**src/shared/wwdt_pkg.sv**
```systemverilog
// Constants shared by the windowed watchdog timer.
package wwdt_pkg;
  // Bus clock and nominal low-speed oscillator rate.
  localparam int unsigned PCLK_HZ = 125_000_000;
  localparam int unsigned SLOW_HZ = 33_000;
  // Bus clock cycles per low-speed tick; a longest period rounds down.
  localparam int unsigned SLOW_DIV = PCLK_HZ / SLOW_HZ;
  localparam int unsigned DIV_W = 12;
  localparam int unsigned CNT_W = 17;
  localparam int unsigned ADDR_W = 18;

  // Register map: the key register index is a word index, shifted into a word-aligned address.
  localparam logic [15:0] KEY_IDX = 16'hff99;
  localparam logic [ADDR_W-1:0] KEY_ADDR = {KEY_IDX, 2'b00};
  localparam logic [ADDR_W-1:0] STATUS_ADDR = 18'h00000;
  localparam logic [ADDR_W-1:0] COUNT_ADDR = 18'h00004;
  localparam logic [ADDR_W-1:0] OPT_ADDR = 18'h00008;

  // Key values and the two fixed read values of the key register.
  localparam logic [7:0] KEY_VALUE = 8'hac;
  localparam logic [7:0] KEY_RST_ON = 8'h9a;
  localparam logic [7:0] KEY_RST_OFF = 8'h1a;

  // Option image layout, as read back in the options register.
  localparam int unsigned OPT_WIN_LO = 5;
  localparam int unsigned OPT_EN = 4;
  localparam int unsigned OPT_OVF_LO = 1;
  localparam int unsigned OPT_LOCK = 0;

  // Status register bits; the cause flag sits in bit 4.
  localparam int unsigned ST_EN = 0;
  localparam int unsigned ST_FIRST = 1;
  localparam int unsigned ST_PEND = 2;
  localparam int unsigned ST_CAUSE = 4;

  // Data accesses at or above this address are never flagged.
  localparam logic [15:0] DATA_FREE_BASE = 16'hfb00;
endpackage : wwdt_pkg

```
**src/rtl/wwdt_top.sv**
```systemverilog
// Windowed watchdog timer with an APB register slave.
//
// The implementer's own choice: register access over APB.
`timescale 1ns/100ps
//
// Function
// - Key ACH write clears counter, counting resumes.
// - Key reads 9AH if enabled, else 1AH.
// - Key write of other data requests reset.
// - Bit-level key access requests reset.
// - Violation while clock stopped waits for resume.
// - Key reads return fixed value, not written.
// - Enable option gates counting and access checks.
// - Overflow without valid key requests reset.
// - Later key writes in closed window reset.
// - First key write ignores the window.
// - Three option bits select overflow period.
// - Two option bits select open fraction.
// - Closed part starts each period, open ends.
// - Clear may shift overflow by two ticks.
// - Key just before overflow still prevents reset.
// - Unlocked oscillator freezes count in HALT/STOP.
// - Stopped oscillator keeps count, no clearing.
// - Counting continues during flash self-programming.
// - Fetch or data access outside area resets; data at or above FB00H is exempt.
// - Watchdog reset sets cause flag bit 4.
module wwdt_top
  import wwdt_pkg::*;
#(
  parameter int unsigned DIV = SLOW_DIV
) (
  input wire logic pclk,
  input wire logic presetn,
  input wire logic psel,
  input wire logic penable,
  input wire logic pwrite,
  input wire logic [ADDR_W-1:0] paddr,
  input wire logic [31:0] pwdata,
  input wire logic [3:0] pstrb,
  output logic pready,
  output logic [31:0] prdata,
  output logic pslverr,
  input wire logic bit_access,
  input wire logic count_enable_option,
  input wire logic overflow_select_bit2,
  input wire logic overflow_select_bit1,
  input wire logic overflow_select_bit0,
  input wire logic open_span_select_hi,
  input wire logic open_span_select_lo,
  input wire logic slow_osc_lock_option,
  input wire logic slow_osc_halt_bit,
  input wire logic halt_mode,
  input wire logic stop_mode,
  input wire logic fetch_valid,
  input wire logic [15:0] fetch_addr,
  input wire logic data_valid,
  input wire logic [15:0] data_addr,
  input wire logic [15:0] memory_area_limit,
  output logic wdt_reset_req,
  output logic dog_reset_cause_flag
);

  // All state of the block.
  typedef struct packed {
    logic loaded;
    logic en;
    logic lock;
    logic [2:0] ovf;
    logic [1:0] win;
    logic [DIV_W-1:0] div;
    logic [CNT_W-1:0] cnt;
    logic first_done;
    logic clr_pend;
    logic viol_pend;
    logic req;
    logic cause;
    logic pready;
    logic pslverr;
    logic [31:0] prdata;
  } wwdt_state_t;

  wwdt_state_t s_r;
  wwdt_state_t s_nxt;

  // Overflow period in ticks for an overflow select code.
  function automatic logic [CNT_W:0] wwdt_period(input logic [2:0] sel);
    logic [4:0] e;
    e = 5'h07;
    unique case (sel)
      3'h0: e = 5'h07;
      3'h1: e = 5'h08;
      3'h2: e = 5'h09;
      3'h3: e = 5'h0a;
      3'h4: e = 5'h0c;
      3'h5: e = 5'h0e;
      3'h6: e = 5'h0f;
      3'h7: e = 5'h11;
    endcase
    return (CNT_W+1)'(1) << e;
  endfunction : wwdt_period

  // Length of the closed part: period times (1 - open fraction).
  function automatic logic [CNT_W:0] wwdt_closed(input logic [CNT_W:0] p,
                                                 input logic [1:0] w);
    logic [CNT_W:0] q;
    q = p >> 2;
    unique case (w)
      2'h0: return q + (q << 1);
      2'h1: return q << 1;
      2'h2: return q;
      2'h3: return '0;
    endcase
  endfunction : wwdt_closed

  logic run;
  logic tick;
  logic acc;
  logic done;
  logic wr_key;
  logic bad_key;
  logic closed;
  logic ovf_hit;
  logic area_bad;
  logic [CNT_W:0] period;
  logic [CNT_W:0] closed_lim;

  // Decoded conditions. The oscillator only stops when it is not locked.
  assign run = s_r.loaded & ~(~s_r.lock & (halt_mode | stop_mode |
                                           slow_osc_halt_bit));
  assign tick = s_r.en & run & (s_r.div == DIV_W'(DIV - 1));
  assign acc = psel & penable;
  assign done = acc & s_r.pready;
  assign wr_key = done & pwrite & (paddr == KEY_ADDR);
  // A missing low lane counts as a partial access, like a bit access.
  assign bad_key = wr_key & ((pwdata[7:0] != KEY_VALUE) | bit_access |
                             ~pstrb[0]);
  assign period = wwdt_period(s_r.ovf);
  assign closed_lim = wwdt_closed(period, s_r.win);
  assign closed = s_r.first_done & ({1'b0, s_r.cnt} < closed_lim);
  assign ovf_hit = {1'b0, s_r.cnt} == period - (CNT_W+1)'(1);
  assign area_bad = (fetch_valid & (fetch_addr >= memory_area_limit)) |
                    (data_valid & (data_addr >= memory_area_limit) &
                     (data_addr < DATA_FREE_BASE));

  // Next-state logic for the whole block.
  always_comb begin
    s_nxt = s_r;
    s_nxt.req = 1'b0;
    // Options are captured once, in the first cycle after release.
    if (!s_r.loaded) begin
      s_nxt.loaded = 1'b1;
      s_nxt.en = count_enable_option;
      s_nxt.lock = slow_osc_lock_option;
      s_nxt.ovf = {overflow_select_bit2, overflow_select_bit1,
                   overflow_select_bit0};
      s_nxt.win = {open_span_select_hi, open_span_select_lo};
    end
    // Tick divider; it freezes with the oscillator so no phase is lost.
    if (s_r.en && run) begin
      s_nxt.div = tick ? '0 : s_r.div + DIV_W'(1);
    end
    // Counter. Clears wait for a tick, as a synchroniser into the slow
    // domain would, which is where the two-tick slack comes from.
    if (tick) begin
      if (s_r.clr_pend) begin
        s_nxt.cnt = '0;
        s_nxt.clr_pend = 1'b0;
      end else if (ovf_hit) begin
        s_nxt.req = 1'b1;
        s_nxt.cnt = '0;
      end else begin
        s_nxt.cnt = s_r.cnt + CNT_W'(1);
      end
    end
    // A held violation fires only while the source clock runs.
    if (s_r.viol_pend && run) begin
      s_nxt.req = 1'b1;
      s_nxt.viol_pend = 1'b0;
    end
    // On a request the count, pending clear and first-key flag return to their reset values.
    if (s_nxt.req) begin
      s_nxt.cnt = '0;
      s_nxt.clr_pend = 1'b0;
      s_nxt.first_done = 1'b0;
    end
    // APB: one wait state, read data and error prepared with pready.
    s_nxt.pready = acc & ~s_r.pready;
    if (acc && !s_r.pready) begin
      s_nxt.prdata = '0;
      s_nxt.pslverr = 1'b0;
      unique case (paddr)
        KEY_ADDR: begin
          s_nxt.prdata[7:0] = s_r.en ? KEY_RST_ON : KEY_RST_OFF;
        end
        STATUS_ADDR: begin
          s_nxt.prdata[ST_EN] = s_r.en;
          s_nxt.prdata[ST_FIRST] = s_r.first_done;
          s_nxt.prdata[ST_PEND] = s_r.viol_pend;
          s_nxt.prdata[ST_CAUSE] = s_r.cause;
        end
        COUNT_ADDR: begin
          s_nxt.prdata[CNT_W-1:0] = s_r.cnt;
        end
        OPT_ADDR: begin
          s_nxt.prdata[OPT_WIN_LO+1:OPT_WIN_LO] = s_r.win;
          s_nxt.prdata[OPT_EN] = s_r.en;
          s_nxt.prdata[OPT_OVF_LO+2:OPT_OVF_LO] = s_r.ovf;
          s_nxt.prdata[OPT_LOCK] = s_r.lock;
        end
        default: begin
          s_nxt.pslverr = 1'b1;
        end
      endcase
    end
    // Cause flag: write one to clear; a new request wins.
    if (done && pwrite && paddr == STATUS_ADDR && pwdata[ST_CAUSE]) begin
      s_nxt.cause = 1'b0;
    end
    if (s_nxt.req) begin
      s_nxt.cause = 1'b1;
    end
    // Key writes and access checks, only while enabled.
    if (s_r.en) begin
      if (wr_key && !bad_key && !closed) begin
        s_nxt.clr_pend = 1'b1;
        s_nxt.first_done = 1'b1;
      end
      // Placed last so a new violation beats the pending clear above.
      if (bad_key || (wr_key && closed) || area_bad) begin
        s_nxt.viol_pend = 1'b1;
        s_nxt.clr_pend = 1'b0;
      end
    end
  end

  // State register.
  always_ff @(posedge pclk or negedge presetn) begin
    if (!presetn) begin
      s_r <= '0;
    end else begin
      s_r <= s_nxt;
    end
  end

  // Outputs come straight from the state register.
  assign pready = s_r.pready;
  assign prdata = s_r.prdata;
  assign pslverr = s_r.pslverr;
  assign wdt_reset_req = s_r.req;
  assign dog_reset_cause_flag = s_r.cause;
endmodule : wwdt_top

```
**config.mk**
```make
export PLATFORM = sky130hd
export DESIGN_NAME = wwdt_top
export DESIGN_NICKNAME = d
export VERILOG_FILES = /design/src/shared/wwdt_pkg.sv /design/src/rtl/wwdt_top.sv
export SDC_FILE = /design/constraint.sdc
export NUM_CORES = 1
export LEC_CHECK = 0
export ABC_AREA = 1
export BUFFER_PORTS_ARGS = -buffer_cell sky130_fd_sc_hd__clkbuf_2
export CAP_MARGIN = 20
export CORE_AREA = 3 3 131 158
export DETAILED_ROUTE_END_ITERATION = 10
export DIE_AREA = 0 0 134 161
export HOLD_SLACK_MARGIN = 0.02
export PLACE_DENSITY = 0.65
export SETUP_SLACK_MARGIN = 0.15
export SKIP_LAST_GASP = 1
export SLEW_MARGIN = 20
export SYNTH_ARGS = -nofsm -noshare
export SYNTH_HDL_FRONTEND = slang
export SYNTH_SLANG_ARGS = --single-unit
export TNS_END_PERCENT = 10
```
**constraint.sdc**
```tcl
create_clock -name pclk -period 9 [get_ports pclk]
set_clock_uncertainty 0.1 [all_clocks]
set_input_delay 1.8 -clock pclk [delete_from_list [all_inputs] [get_ports pclk]]
set_output_delay 1.8 -clock pclk [all_outputs]
set_load 0.005 [all_outputs]
```
==> results.cfg <==
[outcome]
status = completed

[global_routing]
grt_max_degree = 62
antenna_found_initial = 0
grt_pass1_vias = 6319
grt_overflow = 0
grt_usage_pct = 16.93
grt_pass1_wl_um = 29610

[synthesis]
ys.flop_type = dfrtp_1
ys_top_cells_by_area = dfrtp_1 (23%), ha_1 (17%), nand2_1 (13%)
yosysTopAreaCell = dfrtp_1
ys_ff_latch = 61
seq_area_frac_synth_pct = 22.87
synth_most_common_cell = nand2_1
yosysWarnings = 0
synthSimpleGateAreaFrac_pct = 28.85
yosysUniqueCellTypes = 51
synth_top_area_share_pct = 22.87
synth_edf_count = 0
synthAdderAreaFrac_pct = 17.17
netlist_area_um2 = 6675
synth-compound-area-share_pct = 15.61
async_reset_ff_share_pct = 100.0
synth_cells = 954
synth_xor_area_share_pct = 3.393
synth_mux_area_share_pct = 0
avgSynthCellArea_um2 = 6.997
synth_common_cells = nand2_1 (227), inv_1 (121), ha_1 (90)
synth_top_family_by_area = simple AND/OR/NAND/NOR gates

[sta]
setup_tns_ns = 0
relSlewSlack_pct = 46.08
tightest_slew_ns = 0.8089
fmax_mhz = 200.1
period_share_pct = 55.52
post-route-min-period_ns = 4.997
rsz0062_at_grt = no
finalHoldViolations = 0
setup_violations = 0
drv_slew = 0

[clocking]
clk_path_buf_depth = 2
path_clk_slew_ns = 0.05
cts-buffers-inserted = 9
hold_buffers = 0
ctsResizeCount = 0
post-cts-setup-buffers = 0
clock_sinks = 61
insertion_delay_ns = 0.33
ctsHtreeMaxLevel = 3
cts_tree = yes
cts_root_buf = clkbuf_16

[route]
met3_length_um = 1055
route.met2.wl_um = 9220
first_iter_violations = 370
post_drt_wl_per_cell_um = 13.75
dr.pass1.iters = 6
drc = 0
vias = 6473
highest_layer = met4
viasPerCell = 4.893
wl_um = 18190
final_antenna_net_count = 0
m1WireLength_um = 7272

[layout]
drive_above_1_share_pct = 17.23
fin_util_pct = 39.32
area_growth_pct = 14.32
antenna_cells = 0
nNetsFinal = 1269
fill_cells = 2053

[die]
initial_core_util_pct = 34.39
die_area_um2 = 21570
core_area_um2 = 19410
die_w_um = 134
rows = 56
pin_count = 156
die_h_um = 161

[critical_path]
cp.arrival_ns = 5.12
path_max_fanout = 5
required_ns = 9.13
crit_type = reg2reg
startpoint_type = flip-flop
max_stage_delay_ns = 0.42
end_kind = flip-flop
cp_common_cell = nand2_1
cp_slowest_cell = dfrtp_1

[power_and_ir_drop]
combPwrFrac_pct = 34.7
seqPwrFrac_pct = 33.6
power.share.clock_pct = 31.7
switchingPower_uw = 368.8
ir_drop_mv = 0.07069
internal_power_uw = 612.0
p_leak_uw = 0.003923
swShare_pct = 37.60
p_per_area_nw_per_um2 = 128.5

[place]
place_congestion = 0.9387
io_buffers = 113
dp_hpwl_um = 15180

[run]
max-cap-violations = 0

[worst_hold_path]
hold_path_class = reg2reg
==> registers in the layout (all words and copies together), names as in the netlist <==
name,count
pready,1
wdt_reset_req,1
prdata,17
pslverr,1
s_r,40
dog_reset_cause_flag,1
==> power groups by stage <==
| stage | clock network, uW | logic, uW | registers, uW |
|---|---|---|---|
| 2_1_floorplan | 0 | 249 | 326 |
| 3_3_place_gp | 0 | 332 | 334 |
| 3_5_place_dp | 0 | 337 | 334 |
| 4_1_cts | 318 | 340 | 329 |
| 5_1_grt | 333 | 387 | 334 |
| 6_report | 311 | 340 | 329 |
==> critical path, delay by kind of cell, from the launching register on <==
family                     cells  cell delay, ns
DFF                            1            0.42
xor gates and xnor gates       1            0.31
adders and majority gates      3            1.01
AOI/OAI and AO/OA              6            1.26
buffers and inverters          2            0.17
and+or+nand+nor               19            1.60
==> layout by cell type, fill, tap and decap left out, types with 7 or more instances in the layout <==
cell type and instances:
nand2_1 227, inv_1 121, clkbuf_2 112, ha_1 90
nor2_1 77, dfrtp_1 61, a21oi_1 59, o21ai_0 48
nand3_1 45, conb_1 25, nor3_1 20, xor2_1 19
o22ai_1 17, nand4_1 15, o21ai_2 12, nand2_2 11
o31ai_1 10, nor4_1 9, clkbuf_16 9, nor2_2 7
==> path summary, 6_finish.rpt <==
kind	start	end	slack, ns	cells past startpoint
setup / recovery	s_r[70]	s_r[37]	4.00	31
hold / removal	prdata[1]	prdata[1]	0.38	2
setup reg to reg	s_r[70]	s_r[37]	4.00	31
hold reg to reg	prdata[1]	prdata[1]	0.38	2
max in group asynchronous	presetn	s_r[75]	6.72	2
min in group asynchronous	presetn	prdata[12]	1.52	2
==> kinds of logic after synthesis <==
| kind of cell | Yosys count |
|---|---|
| xor+xnor | 25 |
| compound gates | 173 |
| buf+inv | 175 |
| fa+ha+maj | 91 |
| flops | 61 |
| simple gates | 427 |
| other cells | 2 |
==> cell type report <==
cell class / instances / area [um2] / area share, %
Multi-Input combinational cell: 741 / 4434 / 58.11
Inverter: 129 / 489.2 / 6.411
Clock inverter: 5 / 27.53 / 0.3607
Timing Repair Buffer: 116 / 588.1 / 7.706
Sequential cell: 61 / 1526 / 20.00
Clock buffer: 10 / 239.0 / 3.132
Tap cell: 261 / 326.6 / 4.279
==> routing by layer <==
metal / global-route usage (%) / up-vias
li1: - / 3313
met1: 19.15 / 2916
met2: 30.92 / 207
met3: 2.928 / 37
met4: 7.530 / 0
met5: 0 / -
==> metrics by stage <==
step	cells	total power, uW	setup WS (ns)	area, um2	hold WS (ns)
floorplan	977	574.5	4.929	6761	0.3503
global placement	1308	665.6	4.113	7365	0.3716
detailed placement	1308	671.1	4.036	7365	0.3718
CTS	1323	987.5	4.003	7631	0.3844
global route	1323	1053	3.477	7631	0.3976
finish	1323	980.9	4.003	7631	0.3835
Power figures use the tool's default switching activity.
